<file path="src/hdl/dpx_pkg.sv">
// Shared constants and types for the double-precision exception classifier
package dpx_pkg;
   localparam int COND_W = 6;
   localparam int LANES  = 4;
   localparam int VEC_W  = 128;
   localparam int HALF_W = 64;
   localparam int MASK_W = 32;
   localparam int PRED_W = 8;
   localparam int RC_W   = 2;
   localparam int LM_W   = 4;
   // Condition bit positions
   localparam int C_INV  = 0;
   localparam int C_DEN  = 1;
   localparam int C_DIVZ = 2;
   localparam int C_OVF  = 3;
   localparam int C_UNF  = 4;
   localparam int C_PRE  = 5;
   // Capability masks
   localparam logic [COND_W-1:0] CAP_NONE  = 6'h00;
   localparam logic [COND_W-1:0] CAP_ID    = 6'h03;
   localparam logic [COND_W-1:0] CAP_P     = 6'h20;
   localparam logic [COND_W-1:0] CAP_IP    = 6'h21;
   localparam logic [COND_W-1:0] CAP_ARITH = 6'h3B;
   localparam logic [COND_W-1:0] CAP_ALL   = 6'h3F;
   // Active lane masks
   localparam logic [LM_W-1:0] LM_NONE   = 4'h0;
   localparam logic [LM_W-1:0] LM_SCALAR = 4'h1;
   localparam logic [LM_W-1:0] LM_DOUBLE = 4'h3;
   localparam logic [LM_W-1:0] LM_QUAD   = 4'hF;
   // Rounding codes
   localparam logic [RC_W-1:0] RC_NEAREST = 2'h0;
   localparam logic [RC_W-1:0] RC_TRUNC   = 2'h3;
   // Sign bit positions of the two double elements
   localparam int SIGN_LO = 63;
   localparam int SIGN_HI = 127;

   typedef enum logic [5:0] {
      OP_ADD_PACKED_DOUBLE        = 6'h00, OP_ADD_SCALAR_DOUBLE          = 6'h01,
      OP_AND_NOT_VECTOR           = 6'h02, OP_AND_VECTOR                 = 6'h03,
      OP_COMPARE_PACKED_DOUBLE    = 6'h04, OP_COMPARE_SCALAR_DOUBLE      = 6'h05,
      OP_ORDERED_COMPARE_TO_FLAGS = 6'h06, OP_INT_TO_SINGLE_PACKED       = 6'h07,
      OP_SINGLE_TO_INT_ROUNDED    = 6'h08, OP_SINGLE_TO_INT_TRUNCATED    = 6'h09,
      OP_INT_TO_DOUBLE_PACKED     = 6'h0A, OP_DOUBLE_TO_INT_ROUNDED      = 6'h0B,
      OP_DOUBLE_TO_LEGACY_INT_RND = 6'h0C, OP_DOUBLE_TO_SINGLE_PACKED    = 6'h0D,
      OP_LEGACY_INT_TO_DOUBLE     = 6'h0E, OP_SINGLE_TO_DOUBLE_PACKED    = 6'h0F,
      OP_SCALAR_DOUBLE_TO_GPR_RND = 6'h10, OP_SCALAR_DOUBLE_TO_SINGLE    = 6'h11,
      OP_GPR_INT_TO_SCALAR_DOUBLE = 6'h12, OP_SCALAR_SINGLE_TO_DOUBLE    = 6'h13,
      OP_DOUBLE_TO_INT_TRUNCATED  = 6'h14, OP_DOUBLE_TO_LEGACY_INT_TRUNC = 6'h15,
      OP_SCALAR_DOUBLE_TO_GPR_TRN = 6'h16, OP_DIVIDE_PACKED_DOUBLE       = 6'h17,
      OP_DIVIDE_SCALAR_DOUBLE     = 6'h18, OP_MAXIMUM_PACKED_DOUBLE      = 6'h19,
      OP_MAXIMUM_SCALAR_DOUBLE    = 6'h1A, OP_MINIMUM_PACKED_DOUBLE      = 6'h1B,
      OP_MINIMUM_SCALAR_DOUBLE    = 6'h1C, OP_ALIGNED_VECTOR_MOVE        = 6'h1D,
      OP_UPPER_HALF_MOVE_LOAD     = 6'h1E, OP_UPPER_HALF_MOVE_STORE      = 6'h1F,
      OP_LOWER_HALF_MOVE_LOAD     = 6'h20, OP_LOWER_HALF_MOVE_STORE      = 6'h21,
      OP_SIGN_MASK_EXTRACT        = 6'h22, OP_SCALAR_DOUBLE_MOVE         = 6'h23
   } dpx_op_t;

   typedef enum logic [3:0] {
      K_NONE = 4'h0, K_ANDN = 4'h1, K_AND = 4'h2, K_FULL = 4'h3,
      K_LOAD_HI = 4'h4, K_STORE_HI = 4'h5, K_LOAD_LO = 4'h6,
      K_STORE_LO = 4'h7, K_SCALAR = 4'h8, K_MASK = 4'h9
   } dpx_kind_t;

   typedef enum logic [1:0] {
      RS_NONE = 2'h0, RS_CTRL = 2'h1, RS_TRUNC = 2'h2
   } dpx_rsrc_t;

   typedef enum logic [1:0] {
      ST_IDLE = 2'h1, ST_WAIT = 2'h2
   } dpx_state_t;
endpackage

</file>
<file path="src/hdl/dpx_classifier.sv">
// Exception classifier for double-precision packed and scalar vector operations
////////////////////////////////////////////////////////////////////////////////
// Overview of operation
// - packed add: all but divide-by-zero
// - scalar add: lowest lane, no divide-by-zero
// - and-not inverts destination, ANDs source
// - vector AND raises no conditions
// - packed compare: predicate, invalid and denormal
// - scalar compare: lowest lane, invalid, denormal
// - ordered compare writes flags; invalid, denormal
// - four ints to single: precision only
// - single to int rounded: invalid, precision
// - truncating conversions: invalid and precision only
// - rounding double to int: invalid, precision
// - int to double conversions raise nothing
// - double to single: all but divide-by-zero
// - single to double: invalid and denormal
// - divide may raise all six conditions
// - maximum and minimum: invalid and denormal
// - aligned 128-bit move raises nothing
// - upper half 64-bit move raises nothing
// - lower half 64-bit move raises nothing
// - scalar 64-bit move raises nothing
// - sign mask to general register, nothing
////////////////////////////////////////////////////////////////////////////////
module dpx_classifier #(
   parameter int LANES  = dpx_pkg::LANES,
   parameter int COND_W = dpx_pkg::COND_W,
   parameter int VEC_W  = dpx_pkg::VEC_W
) (
   input  wire logic                    sys_clk_in,
   input  wire logic                    arst_n_in,
   input  wire logic                    op_valid_in,
   input  wire logic [5:0]              op_code_in,
   input  wire logic [dpx_pkg::PRED_W-1:0] compare_predicate_immediate_in,
   input  wire logic [dpx_pkg::RC_W-1:0]   ctrl_round_mode_in,
   input  wire logic [VEC_W-1:0]        dest_vec_in,
   input  wire logic [VEC_W-1:0]        src_vec_in,
   input  wire logic                    exec_valid_in,
   input  wire logic [LANES*COND_W-1:0] lane_cond_in,
   output logic                         ready_out,
   output logic                         exec_req_out,
   output logic                         done_out,
   output logic                         illegal_out,
   output logic [COND_W-1:0]            cond_out,
   output logic [COND_W-1:0]            cap_mask_out,
   output logic [LANES-1:0]             lane_mask_out,
   output logic [dpx_pkg::RC_W-1:0]     round_mode_out,
   output logic                         round_from_ctrl_out,
   output logic [dpx_pkg::PRED_W-1:0]   predicate_out,
   output logic                         writes_status_flags_out,
   output logic                         gpr_dest_out,
   output logic [VEC_W-1:0]             result_out
);
   ////////////////////////////////////////////////////////////////////////////
   typedef struct packed {
      logic [COND_W-1:0]      cap;
      logic [LANES-1:0]       lanes;
      dpx_pkg::dpx_kind_t     kind;
      dpx_pkg::dpx_rsrc_t     rsrc;
      logic                   pred;
      logic                   flags;
      logic                   gpr;
      logic                   legal;
   } dpx_desc_t;

   typedef struct packed {
      dpx_pkg::dpx_state_t       st;
      logic                      ready;
      logic                      exec_req;
      logic                      done;
      logic                      illegal;
      logic [COND_W-1:0]         cond;
      logic [COND_W-1:0]         cap;
      logic [LANES-1:0]          lanes;
      logic [dpx_pkg::RC_W-1:0]  rmode;
      logic                      rctrl;
      logic [dpx_pkg::PRED_W-1:0] pred;
      logic                      flags;
      logic                      gpr;
   } dpx_top_t;

   dpx_top_t          r;
   dpx_top_t          next_r;
   dpx_desc_t         dec;
   logic              accept;
   logic [COND_W-1:0] lane_or;

   assign accept = op_valid_in && r.ready;

   ////////////////////////////////////////////////////////////////////////////
   // Decode of the incoming operation
   always_comb begin
      dec       = '0;
      dec.kind  = dpx_pkg::K_NONE;
      dec.rsrc  = dpx_pkg::RS_NONE;
      dec.legal = 1'b1;
      case (op_code_in)
         dpx_pkg::OP_ADD_PACKED_DOUBLE: begin
            dec.cap   = dpx_pkg::CAP_ARITH;
            dec.lanes = dpx_pkg::LM_DOUBLE;
            dec.rsrc  = dpx_pkg::RS_CTRL;
         end
         dpx_pkg::OP_ADD_SCALAR_DOUBLE: begin
            dec.cap   = dpx_pkg::CAP_ARITH;
            dec.lanes = dpx_pkg::LM_SCALAR;
            dec.rsrc  = dpx_pkg::RS_CTRL;
         end
         dpx_pkg::OP_AND_NOT_VECTOR: begin
            dec.kind  = dpx_pkg::K_ANDN;
         end
         dpx_pkg::OP_AND_VECTOR: begin
            dec.kind  = dpx_pkg::K_AND;
         end
         dpx_pkg::OP_COMPARE_PACKED_DOUBLE: begin
            dec.cap   = dpx_pkg::CAP_ID;
            dec.lanes = dpx_pkg::LM_DOUBLE;
            dec.pred  = 1'b1;
         end
         dpx_pkg::OP_COMPARE_SCALAR_DOUBLE: begin
            dec.cap   = dpx_pkg::CAP_ID;
            dec.lanes = dpx_pkg::LM_SCALAR;
            dec.pred  = 1'b1;
         end
         dpx_pkg::OP_ORDERED_COMPARE_TO_FLAGS: begin
            dec.cap   = dpx_pkg::CAP_ID;
            dec.lanes = dpx_pkg::LM_SCALAR;
            dec.flags = 1'b1;
         end
         dpx_pkg::OP_INT_TO_SINGLE_PACKED: begin
            dec.cap   = dpx_pkg::CAP_P;
            dec.lanes = dpx_pkg::LM_QUAD;
            dec.rsrc  = dpx_pkg::RS_CTRL;
         end
         dpx_pkg::OP_SINGLE_TO_INT_ROUNDED: begin
            dec.cap   = dpx_pkg::CAP_IP;
            dec.lanes = dpx_pkg::LM_QUAD;
            dec.rsrc  = dpx_pkg::RS_CTRL;
         end
         dpx_pkg::OP_SINGLE_TO_INT_TRUNCATED: begin
            dec.cap   = dpx_pkg::CAP_IP;
            dec.lanes = dpx_pkg::LM_QUAD;
            dec.rsrc  = dpx_pkg::RS_TRUNC;
         end
         dpx_pkg::OP_DOUBLE_TO_INT_TRUNCATED,
         dpx_pkg::OP_DOUBLE_TO_LEGACY_INT_TRUNC: begin
            dec.cap   = dpx_pkg::CAP_IP;
            dec.lanes = dpx_pkg::LM_DOUBLE;
            dec.rsrc  = dpx_pkg::RS_TRUNC;
         end
         dpx_pkg::OP_SCALAR_DOUBLE_TO_GPR_TRN: begin
            dec.cap   = dpx_pkg::CAP_IP;
            dec.lanes = dpx_pkg::LM_SCALAR;
            dec.rsrc  = dpx_pkg::RS_TRUNC;
            dec.gpr   = 1'b1;
         end
         dpx_pkg::OP_DOUBLE_TO_INT_ROUNDED,
         dpx_pkg::OP_DOUBLE_TO_LEGACY_INT_RND: begin
            dec.cap   = dpx_pkg::CAP_IP;
            dec.lanes = dpx_pkg::LM_DOUBLE;
            dec.rsrc  = dpx_pkg::RS_CTRL;
         end
         dpx_pkg::OP_SCALAR_DOUBLE_TO_GPR_RND: begin
            dec.cap   = dpx_pkg::CAP_IP;
            dec.lanes = dpx_pkg::LM_SCALAR;
            dec.rsrc  = dpx_pkg::RS_CTRL;
            dec.gpr   = 1'b1;
         end
         dpx_pkg::OP_INT_TO_DOUBLE_PACKED,
         dpx_pkg::OP_LEGACY_INT_TO_DOUBLE,
         dpx_pkg::OP_GPR_INT_TO_SCALAR_DOUBLE: begin
            dec.cap   = dpx_pkg::CAP_NONE;
         end
         dpx_pkg::OP_DOUBLE_TO_SINGLE_PACKED: begin
            dec.cap   = dpx_pkg::CAP_ARITH;
            dec.lanes = dpx_pkg::LM_DOUBLE;
            dec.rsrc  = dpx_pkg::RS_CTRL;
         end
         dpx_pkg::OP_SCALAR_DOUBLE_TO_SINGLE: begin
            dec.cap   = dpx_pkg::CAP_ARITH;
            dec.lanes = dpx_pkg::LM_SCALAR;
            dec.rsrc  = dpx_pkg::RS_CTRL;
         end
         dpx_pkg::OP_SINGLE_TO_DOUBLE_PACKED: begin
            dec.cap   = dpx_pkg::CAP_ID;
            dec.lanes = dpx_pkg::LM_DOUBLE;
         end
         dpx_pkg::OP_SCALAR_SINGLE_TO_DOUBLE: begin
            dec.cap   = dpx_pkg::CAP_ID;
            dec.lanes = dpx_pkg::LM_SCALAR;
         end
         dpx_pkg::OP_DIVIDE_PACKED_DOUBLE: begin
            dec.cap   = dpx_pkg::CAP_ALL;
            dec.lanes = dpx_pkg::LM_DOUBLE;
            dec.rsrc  = dpx_pkg::RS_CTRL;
         end
         dpx_pkg::OP_DIVIDE_SCALAR_DOUBLE: begin
            dec.cap   = dpx_pkg::CAP_ALL;
            dec.lanes = dpx_pkg::LM_SCALAR;
            dec.rsrc  = dpx_pkg::RS_CTRL;
         end
         dpx_pkg::OP_MAXIMUM_PACKED_DOUBLE,
         dpx_pkg::OP_MINIMUM_PACKED_DOUBLE: begin
            dec.cap   = dpx_pkg::CAP_ID;
            dec.lanes = dpx_pkg::LM_DOUBLE;
         end
         dpx_pkg::OP_MAXIMUM_SCALAR_DOUBLE,
         dpx_pkg::OP_MINIMUM_SCALAR_DOUBLE: begin
            dec.cap   = dpx_pkg::CAP_ID;
            dec.lanes = dpx_pkg::LM_SCALAR;
         end
         dpx_pkg::OP_ALIGNED_VECTOR_MOVE: begin
            dec.kind  = dpx_pkg::K_FULL;
         end
         dpx_pkg::OP_UPPER_HALF_MOVE_LOAD: begin
            dec.kind  = dpx_pkg::K_LOAD_HI;
         end
         dpx_pkg::OP_UPPER_HALF_MOVE_STORE: begin
            dec.kind  = dpx_pkg::K_STORE_HI;
         end
         dpx_pkg::OP_LOWER_HALF_MOVE_LOAD: begin
            dec.kind  = dpx_pkg::K_LOAD_LO;
         end
         dpx_pkg::OP_LOWER_HALF_MOVE_STORE: begin
            dec.kind  = dpx_pkg::K_STORE_LO;
         end
         dpx_pkg::OP_SIGN_MASK_EXTRACT: begin
            dec.kind  = dpx_pkg::K_MASK;
            dec.gpr   = 1'b1;
         end
         dpx_pkg::OP_SCALAR_DOUBLE_MOVE: begin
            dec.kind  = dpx_pkg::K_SCALAR;
         end
         default: begin
            dec.legal = 1'b0;
         end
      endcase
   end

   ////////////////////////////////////////////////////////////////////////////
   // lanes merged per instruction
   dpx_lane_or #(
      .LANES  (LANES),
      .COND_W (COND_W)
   ) u_lane_or (
      .lane_cond_in (lane_cond_in),
      .lane_mask_in (r.lanes),
      .cap_in       (r.cap),
      .cond_out     (lane_or)
   );

   // data results for logic and moves
   dpx_vec_datapath #(
      .VEC_W  (VEC_W),
      .HALF_W (dpx_pkg::HALF_W)
   ) u_datapath (
      .sys_clk_in (sys_clk_in),
      .arst_n_in  (arst_n_in),
      .load_in    (accept),
      .kind_in    (dec.kind),
      .dest_in    (dest_vec_in),
      .src_in     (src_vec_in),
      .result_out (result_out)
   );

   ////////////////////////////////////////////////////////////////////////////
   // Sequencing
   always_comb begin
      next_r      = r;
      next_r.done = 1'b0;
      case (r.st)
         dpx_pkg::ST_IDLE: begin
            if (accept) begin
               next_r.cap     = dec.cap;
               next_r.lanes   = dec.lanes;
               next_r.illegal = !dec.legal;
               next_r.flags   = dec.flags;
               next_r.gpr     = dec.gpr;
               next_r.rctrl   = (dec.rsrc == dpx_pkg::RS_CTRL);
               next_r.pred    = dec.pred ? compare_predicate_immediate_in : '0;
               if (dec.rsrc == dpx_pkg::RS_CTRL) begin
                  next_r.rmode = ctrl_round_mode_in;
               end else if (dec.rsrc == dpx_pkg::RS_TRUNC) begin
                  next_r.rmode = dpx_pkg::RC_TRUNC;
               end else begin
                  next_r.rmode = dpx_pkg::RC_NEAREST;
               end
               // Silent operations report at once, no pipeline round trip
               if (dec.lanes == dpx_pkg::LM_NONE) begin
                  next_r.done = 1'b1;
                  next_r.cond = '0;
               end else begin
                  next_r.st       = dpx_pkg::ST_WAIT;
                  next_r.ready    = 1'b0;
                  next_r.exec_req = 1'b1;
               end
            end
         end
         dpx_pkg::ST_WAIT: begin
            if (exec_valid_in) begin
               next_r.cond     = lane_or;
               next_r.done     = 1'b1;
               next_r.st       = dpx_pkg::ST_IDLE;
               next_r.ready    = 1'b1;
               next_r.exec_req = 1'b0;
            end
         end
         default: begin
            next_r.st       = dpx_pkg::ST_IDLE;
            next_r.ready    = 1'b1;
            next_r.exec_req = 1'b0;
         end
      endcase
   end

   always_ff @(posedge sys_clk_in or negedge arst_n_in) begin
      if (!arst_n_in) begin
         r       <= '0;
         r.st    <= dpx_pkg::ST_IDLE;
         r.ready <= 1'b1;
      end else begin
         r <= next_r;
      end
   end

   ////////////////////////////////////////////////////////////////////////////
   assign ready_out               = r.ready;
   assign exec_req_out            = r.exec_req;
   assign done_out                = r.done;
   assign illegal_out             = r.illegal;
   assign cond_out                = r.cond;
   assign cap_mask_out            = r.cap;
   assign lane_mask_out           = r.lanes;
   assign round_mode_out          = r.rmode;
   assign round_from_ctrl_out     = r.rctrl;
   assign predicate_out           = r.pred;
   assign writes_status_flags_out = r.flags;
   assign gpr_dest_out            = r.gpr;
endmodule

</file>
<file path="src/hdl/dpx_lane_or.sv">
// Gates per-lane raw conditions by capability and ORs them together
module dpx_lane_or #(
   parameter int LANES  = dpx_pkg::LANES,
   parameter int COND_W = dpx_pkg::COND_W
) (
   input  wire logic [LANES*COND_W-1:0] lane_cond_in,
   input  wire logic [LANES-1:0]        lane_mask_in,
   input  wire logic [COND_W-1:0]       cap_in,
   output logic      [COND_W-1:0]       cond_out
);
   logic [COND_W-1:0] acc [LANES+1];

   assign acc[0] = '0;
   for (genvar i = 0; i < LANES; i++) begin : g_lane
      // Idle lanes may carry stale flags from the pipeline
      assign acc[i+1] = acc[i] |
         (lane_cond_in[i*COND_W +: COND_W] & cap_in & {COND_W{lane_mask_in[i]}});
   end
   assign cond_out = acc[LANES];
endmodule

</file>
<file path="src/hdl/dpx_vec_datapath.sv">
// Registered logic, move and sign-mask datapath
module dpx_vec_datapath #(
   parameter int VEC_W  = dpx_pkg::VEC_W,
   parameter int HALF_W = dpx_pkg::HALF_W
) (
   input  wire logic              sys_clk_in,
   input  wire logic              arst_n_in,
   input  wire logic              load_in,
   input  dpx_pkg::dpx_kind_t     kind_in,
   input  wire logic [VEC_W-1:0]  dest_in,
   input  wire logic [VEC_W-1:0]  src_in,
   output logic      [VEC_W-1:0]  result_out
);
   typedef struct packed {
      logic [VEC_W-1:0] result;
   } dpx_dp_t;

   dpx_dp_t r;
   dpx_dp_t next_r;

   always_comb begin
      next_r = r;
      if (load_in) begin
         case (kind_in)
            dpx_pkg::K_ANDN:     next_r.result = ~dest_in & src_in;
            dpx_pkg::K_AND:      next_r.result = dest_in & src_in;
            dpx_pkg::K_FULL:     next_r.result = src_in;
            dpx_pkg::K_LOAD_HI:  next_r.result = {src_in[HALF_W-1:0], dest_in[HALF_W-1:0]};
            dpx_pkg::K_STORE_HI: next_r.result = {{HALF_W{1'b0}}, dest_in[VEC_W-1:HALF_W]};
            dpx_pkg::K_LOAD_LO:  next_r.result = {dest_in[VEC_W-1:HALF_W], src_in[HALF_W-1:0]};
            dpx_pkg::K_STORE_LO: next_r.result = {{HALF_W{1'b0}}, dest_in[HALF_W-1:0]};
            dpx_pkg::K_SCALAR:   next_r.result = {dest_in[VEC_W-1:HALF_W], src_in[HALF_W-1:0]};
            dpx_pkg::K_MASK:     next_r.result = {{(VEC_W-2){1'b0}},
                                                  src_in[dpx_pkg::SIGN_HI],
                                                  src_in[dpx_pkg::SIGN_LO]};
            default:             next_r.result = '0;
         endcase
      end
   end

   always_ff @(posedge sys_clk_in or negedge arst_n_in) begin
      if (!arst_n_in) begin
         r <= '0;
      end else begin
         r <= next_r;
      end
   end

   assign result_out = r.result;
endmodule

</file>
<file path="config.mk">
export PLATFORM = sky130hd
export DESIGN_NAME = dpx_classifier
export DESIGN_NICKNAME = d
export VERILOG_FILES = /design/src/hdl/dpx_pkg.sv /design/src/hdl/dpx_classifier.sv /design/src/hdl/dpx_lane_or.sv /design/src/hdl/dpx_vec_datapath.sv
export SDC_FILE = /design/constraint.sdc
export NUM_CORES = 1
export LEC_CHECK = 0
export BUFFER_PORTS_ARGS = -buffer_cell sky130_fd_sc_hd__buf_4
export CORE_AREA = 5 5 178 180
export DETAILED_ROUTE_END_ITERATION = 10
export DIE_AREA = 0 0 183 185
export PLACE_DENSITY_LB_ADDON = 0.15
export SLEW_MARGIN = 20
export SYNTH_ARGS = -nofsm -noshare
export SYNTH_HDL_FRONTEND = slang
export SYNTH_SLANG_ARGS = --single-unit
</file>
<file path="constraint.sdc">
create_clock -name sys_clk_in -period 2 [get_ports sys_clk_in]
set_input_delay 0.2 -clock sys_clk_in [delete_from_list [all_inputs] [get_ports sys_clk_in]]
set_output_delay 0.2 -clock sys_clk_in [all_outputs]
set_load 0.05 [all_outputs]
</file>
# --- Word level (Yosys, flattened, before mapping) ---
# Index checks and enable logic that the tools add are counted.
word_totals:
  reg_bits: 163
  in_bits: 300
  out_inout_bits: 161
  wordCells: 122
classes:
  n_eq_ne: 52
  n_mux: 21
  bitwise_logic: 14
  n_reduce_logical: 21
op_table:
  columns: ["op", "count"]
  rows:
  - ["$pmux 128 s8", 1]
  - ["$and 128x128->128", 2]
  - ["$not 128->128", 1]
  - ["$eq 6x5->1 const B", 16]
  - ["$and 6x6->6", 8]
  - ["$eq 6x4->1 const B", 8]
  - ["$pmux 4 s9", 1]
  - ["$reduce_or 36->1", 1]
  - ["$mux 35", 1]
  - ["$pmux 6 s5", 1]
  - ["$eq 6x3->1 const B", 4]
  - ["$eq 6x6->1 const B", 4]
  - ["$reduce_or 11->1", 2]
  - ["$or 6x6->6", 3]
  - ["$eq 4x3->1 const B", 4]
  - ["$eq 6x2->1 const B", 2]
  - ["$mux 6", 2]
  - ["$pmux 4 s3", 1]
  - ["$pmux 6 s2", 1]
  - ["$reduce_or 10->1", 1]
  - ["$reduce_or 9->1", 1]
  - ["$eq 4x2->1 const B", 2]
  - ["$eq 4x4->1 const B", 2]
  - ["$mux 8", 1]
  - ["24 further kinds", 38]

# --- Longest topological paths before layout ---
depth:
  depth_word: 8
  ltp_mapped: 8
  depth_no_buf: 6

# --- Modules after synthesis ---
# A second synthesis with hierarchy kept.
hier_totals:
  cells_unflattened: 1444
  area_unflattened_um2: 12817.3
by_module_without_submodules:
  columns: ["mod", "n_inst", "cells_each", "area_per_inst_um2", "seq_area_each_um2"]
  rows:
  - ["dpx_vec_datapath", 1, 1208, 10796.6, 3203.1]
  - ["dpx_classifier", 1, 218, 1885.6, 777.0]
  - ["dpx_lane_or", 1, 18, 135.1, 0.0]

# --- Worst setup path after synthesis ---
# Ideal clock, no wire load.
synth_timing:
  path_kind: "reg2reg"
  startpoint: "register r[33] (netlist bit)"
  endpoint: "register r (netlist bit cond_out[0])"
  setup_ns: 0.125
  arrival_ns: 2.089
  required_time_ns: 1.875
  slack_ns: -0.213
  path_stages_with_launch: 8
  path_buffers: 1
  period_less_slack_ns: 2.213
  cell_sequence: "dfstp_2 -> inv_1 -> ha_1 -> clkbuf_1 -> nor2b_1 -> a211o_1 -> a31o_2 -> mux2_2"
synth_via:
  elab_chain_cells: 3
  word_cells_on_any_way: 8
  classes_between: "5 x eq/ne; 1 x mux; 2 x reduce/logical"
synth_lines:
  columns: ["element", "line", "source"]
  rows:
  - ["start, declared", "dpx_classifier.sv:83", "dpx_top_t r;"]
  - ["start signal, assigned", "dpx_classifier.sv:322", "r <= next_r;"]
  - ["$eq 2x1->1 / $eq 2x2->1 (equally long branches)", "dpx_classifier.sv:271", "case (r.st)"]
  - ["$ne 2x2->1 (no source line) / $reduce_bool 2->1 (equally long branches)", null, null]
  - ["$reduce_and 4->1 (no source line)", null, null]
# Parallel ways exist; a longest one is shown, timed or not.
# A chain may end at the register's enable or synchronous reset.

# --- Worst setup path after layout ---
layout_timing:
  startpoint: "register r[33] (netlist bit)"
  endpoint: "register r (netlist bit cond_out[4])"
# The elaborated chain is that of the path after synthesis.

==> run metrics <==
Hold WC Path Type input port to flip-flop; EDFF count, synth 0; via count 14,130; Setup crit end kind flip-flop; CP required 2.32 ns; post-synthesis sequential area ratio 0.340; final hold vios 0; Clock Pin Slew Worst Setup and Hold Paths 0.08 ns; CP Launch Type flip-flop; setup ws final 0.109 ns; nets 2,105; clock network fraction of design power 0.219; hpwl dp 36,000 um; peak supply drop 884 uV; setup TNS 0 ns; first-pass GRT wire length 82,600 um; Initial DRC Count 1,781; initial core utilization 0.390; Mapped Cells 1,369; Post-Syn Nets 1,671; Synth Cell Area 11,700 um^2; Comb pwr share 0.498; clock sinks 159; initial antenna violation count 4; outcome complete, no violations; reg2reg start r[33]; Die Y 185 um; largest net degree at the start of global routing 79; die area 33,900 um^2; synth unique cells 63; Post-synth ARST share 1.00; # H-tree levels 4; Initial DRT Pass Iterations 9; crit path time final 1.89 ns; chip width 183 um; hold_buf cts 56; Internal 8.31 mW; routability cong. 0.849; Pwr Density 912 nW/um^2; final WL 53,700 um; number of max-slew violations in the final report 0; Layout Skew 0.00912 ns; top-level I/O count 461; drt via density 6.38; CTS resizes 0; Slew @ Worst Pin 0.696 ns; Fillers 2,806; Max FO, Critical Path 8; Peak Freq 529 MHz; Num CTS Buffers 17; Avg Inst Size Synth 8.56 um^2; critical-path cell list inv_2, ha_2, nor2b_4, a211o_1, a31o_4, mux2_2; critical path type flip-flop to flip-flop; vias in the first global route 14,089; CTS root buf clkbuf_16; Sw Pwr 7.27 mW; Setup violations, final 0; pre-CTS WS 0.0347 ns; Avg WL per Cell 24.2 um; CP startpoint r[33]; sequential group share of total power 0.283; Switching Fraction 0.467; Skew-Pair Late Insertion Delay 0.43 ns; maxcap violations 0; slowest CP cell dfstp_4; leak pwr 7.39 nW; slew margin rel. 0.535; arrival time worst endpoint 2.21 ns; Bufs on Longest Clock Path 2; area delta synth->final 45.9%; period utilization 0.946; slack of the worst reg-to-reg path 0.11 ns; GRT Overall Usage 0.303; Port Buffers 460; postcts setup bufs 0; Yosys Warn Count 0; CTS tree yes; min-delay src src_vec_in[76]; DRC errors left 0; Synth Register Bits 159; share of cells above drive strength 1 0.344; GRT overflow 0; Antenna Nets Post-Route 0; core area 30,000 um^2; RSZ-0062 raised after global routing false; dominant synthesized flop cell dfrtp_1; Rows 64; highest cell delay on the worst timing path 0.67 ns
==> sequential cells by signal, indices dropped and copies added, names as in the netlist <==
register,flops
round_mode_out,2
writes_status_flags_out,1
r,1
predicate_out,8
cap_mask_out,5
illegal_out,1
gpr_dest_out,1
exec_req_out,1
cond_out,6
done_out,1
lane_mask_out,3
u_datapath.result_out,128
round_from_ctrl_out,1
==> through the flow <==
stage | power, mW | instances | util | cell area [um^2] | hold WS, ns
floorplan | 9.08 | 1369 | - | 11700 | -0.0956
global placement | 12.0 | 2124 | 0.531 | 16000 | 0.0640
detailed placement | 12.1 | 2124 | 0.531 | 16000 | 0.0649
CTS | 15.6 | 2212 | 0.569 | 17100 | 0.000746
global route | 16.3 | 2214 | 0.569 | 17100 | 0.0155
finish | 15.6 | 2215 | 0.569 | 17100 | 0.0232
==> placed cells by master (no fill, tap or decap), drive strengths merged, types with 17 or more instances in the layout <==
master,instances
nor3,139
o22ai,68
a21oi,83
dfrtp,158
nand2,32
o32ai,57
clkbuf,17
dlygate4sd3,56
a31oi,60
a222oi,58
o21ai,74
buf,535
inv,84
a221oi,64
and2,115
o41ai,65
==> layout make-up <==
class                           instances  area (um^2)  share of cell area
Multi-Input combinational cell        958         6740               0.394
Clock inverter                         15          151             0.00886
Tap cell                              396          495              0.0290
Inverter                               76          285              0.0167
Sequential cell                       159         3980               0.233
Antenna cell                            3         7.51            0.000439
Clock buffer                           17          425              0.0249
Timing Repair Buffer                  591         5010               0.293
==> Yosys cell counts (3+ instances only) <==
library cell  instances  area, um^2
o21a_1                3        22.5
o21ai_0              66         330
clkbuf_1            106         398
nor4_1               10        62.6
a31oi_1              60         375
nand3_1               9        45.0
o32ai_2              30         488
a21oi_1              83         415
a211oi_1              3        22.5
nor3_1              137         686
nor2b_1               6        37.5
o32ai_1              27         236
nor2_1               14        52.6
a221oi_1             64         561
buf_2                44         220
nand2b_1              6        37.5
o22ai_1              67         419
a222oi_1             58         581
a22oi_1               6        45.0
nand2_1              32         120
dfrtp_1             158        3950
buf_4                 3        22.5
o41ai_1              65         569
nor4b_1               3        26.3
a22o_1               10        87.6
o211ai_1             10        75.1
buf_6                11         124
nand3b_1              4        30.0
o21ai_1               8        40.0
mux2_2                7        78.8
and3_1                9        56.3
inv_1                76         285
o31ai_1               9        67.6
and2_1              115         719
buf_1                12        45.0
==> logic make-up (layout without fill, tap and decap cells) <==
kind of cell | Yosys count | count (layout) | synth area share
AOI/OAI and AO/OA | 584 | 584 | 0.382
and+or+nand+nor | 360 | 360 | 0.172
buffers and inverters | 252 | 699 | 0.0935
DFF | 159 | 159 | 0.340
muxes | 7 | 7 | 0.00673
xor gates and xnor gates | 4 | 4 | 0.00299
adders and majority gates | 3 | 3 | 0.00299
other | 0 | 3 | 0
==> worst max-delay path: cells and delay by family (launching register included) <==
kind | cells | cell delay, ns
flip-flops | 1 | 0.67
AO/OA/AOI/OAI | 2 | 0.47
AND/OR/NAND/NOR | 1 | 0.13
buffers and inverters | 1 | 0.04
multiplexers | 1 | 0.27
adder cells (fa/ha/maj) | 1 | 0.20
==> power by group through the flow <==
| stage | Sequential [mW] | Clock (mW) | Combinational [mW] |
|---|---|---|---|
| 3_3_place_gp | 4.46 | 0 | 7.58 |
| 3_5_place_dp | 4.46 | 0 | 7.63 |
| 6_report | 4.42 | 3.41 | 7.76 |
| 4_1_cts | 4.41 | 3.46 | 7.74 |
| 2_1_floorplan | 6.70 | 0 | 2.38 |
| 5_1_grt | 4.49 | 3.59 | 8.17 |
==> path summary, 6_finish.rpt <==
kind	cells after the start	to
max in group asynchronous	3	r[33]
min	3	u_datapath.result_out[76]
max	6	cond_out[4]
min reg2reg	2	u_datapath.result_out[123]
min in group asynchronous	2	u_datapath.result_out[91]
max reg2reg	6	cond_out[4]
==> routing by layer <==
| layer | wire length [um] | track usage | share of wire | vias up |
|---|---|---|---|---|
| met3 | 5270 | 0.0734 | 0.098 | 99 |
| met4 | 1680 | 0.112 | 0.031 | 4 |
| li1 | - | - | - | 6322 |
| met5 | 20 | 0 | 0.00037 | - |
| met1 | 20900 | 0.385 | 0.39 | 6926 |
| met2 | 25800 | 0.502 | 0.48 | 779 |
No activity file was read; power rests on OpenSTA's default activity.
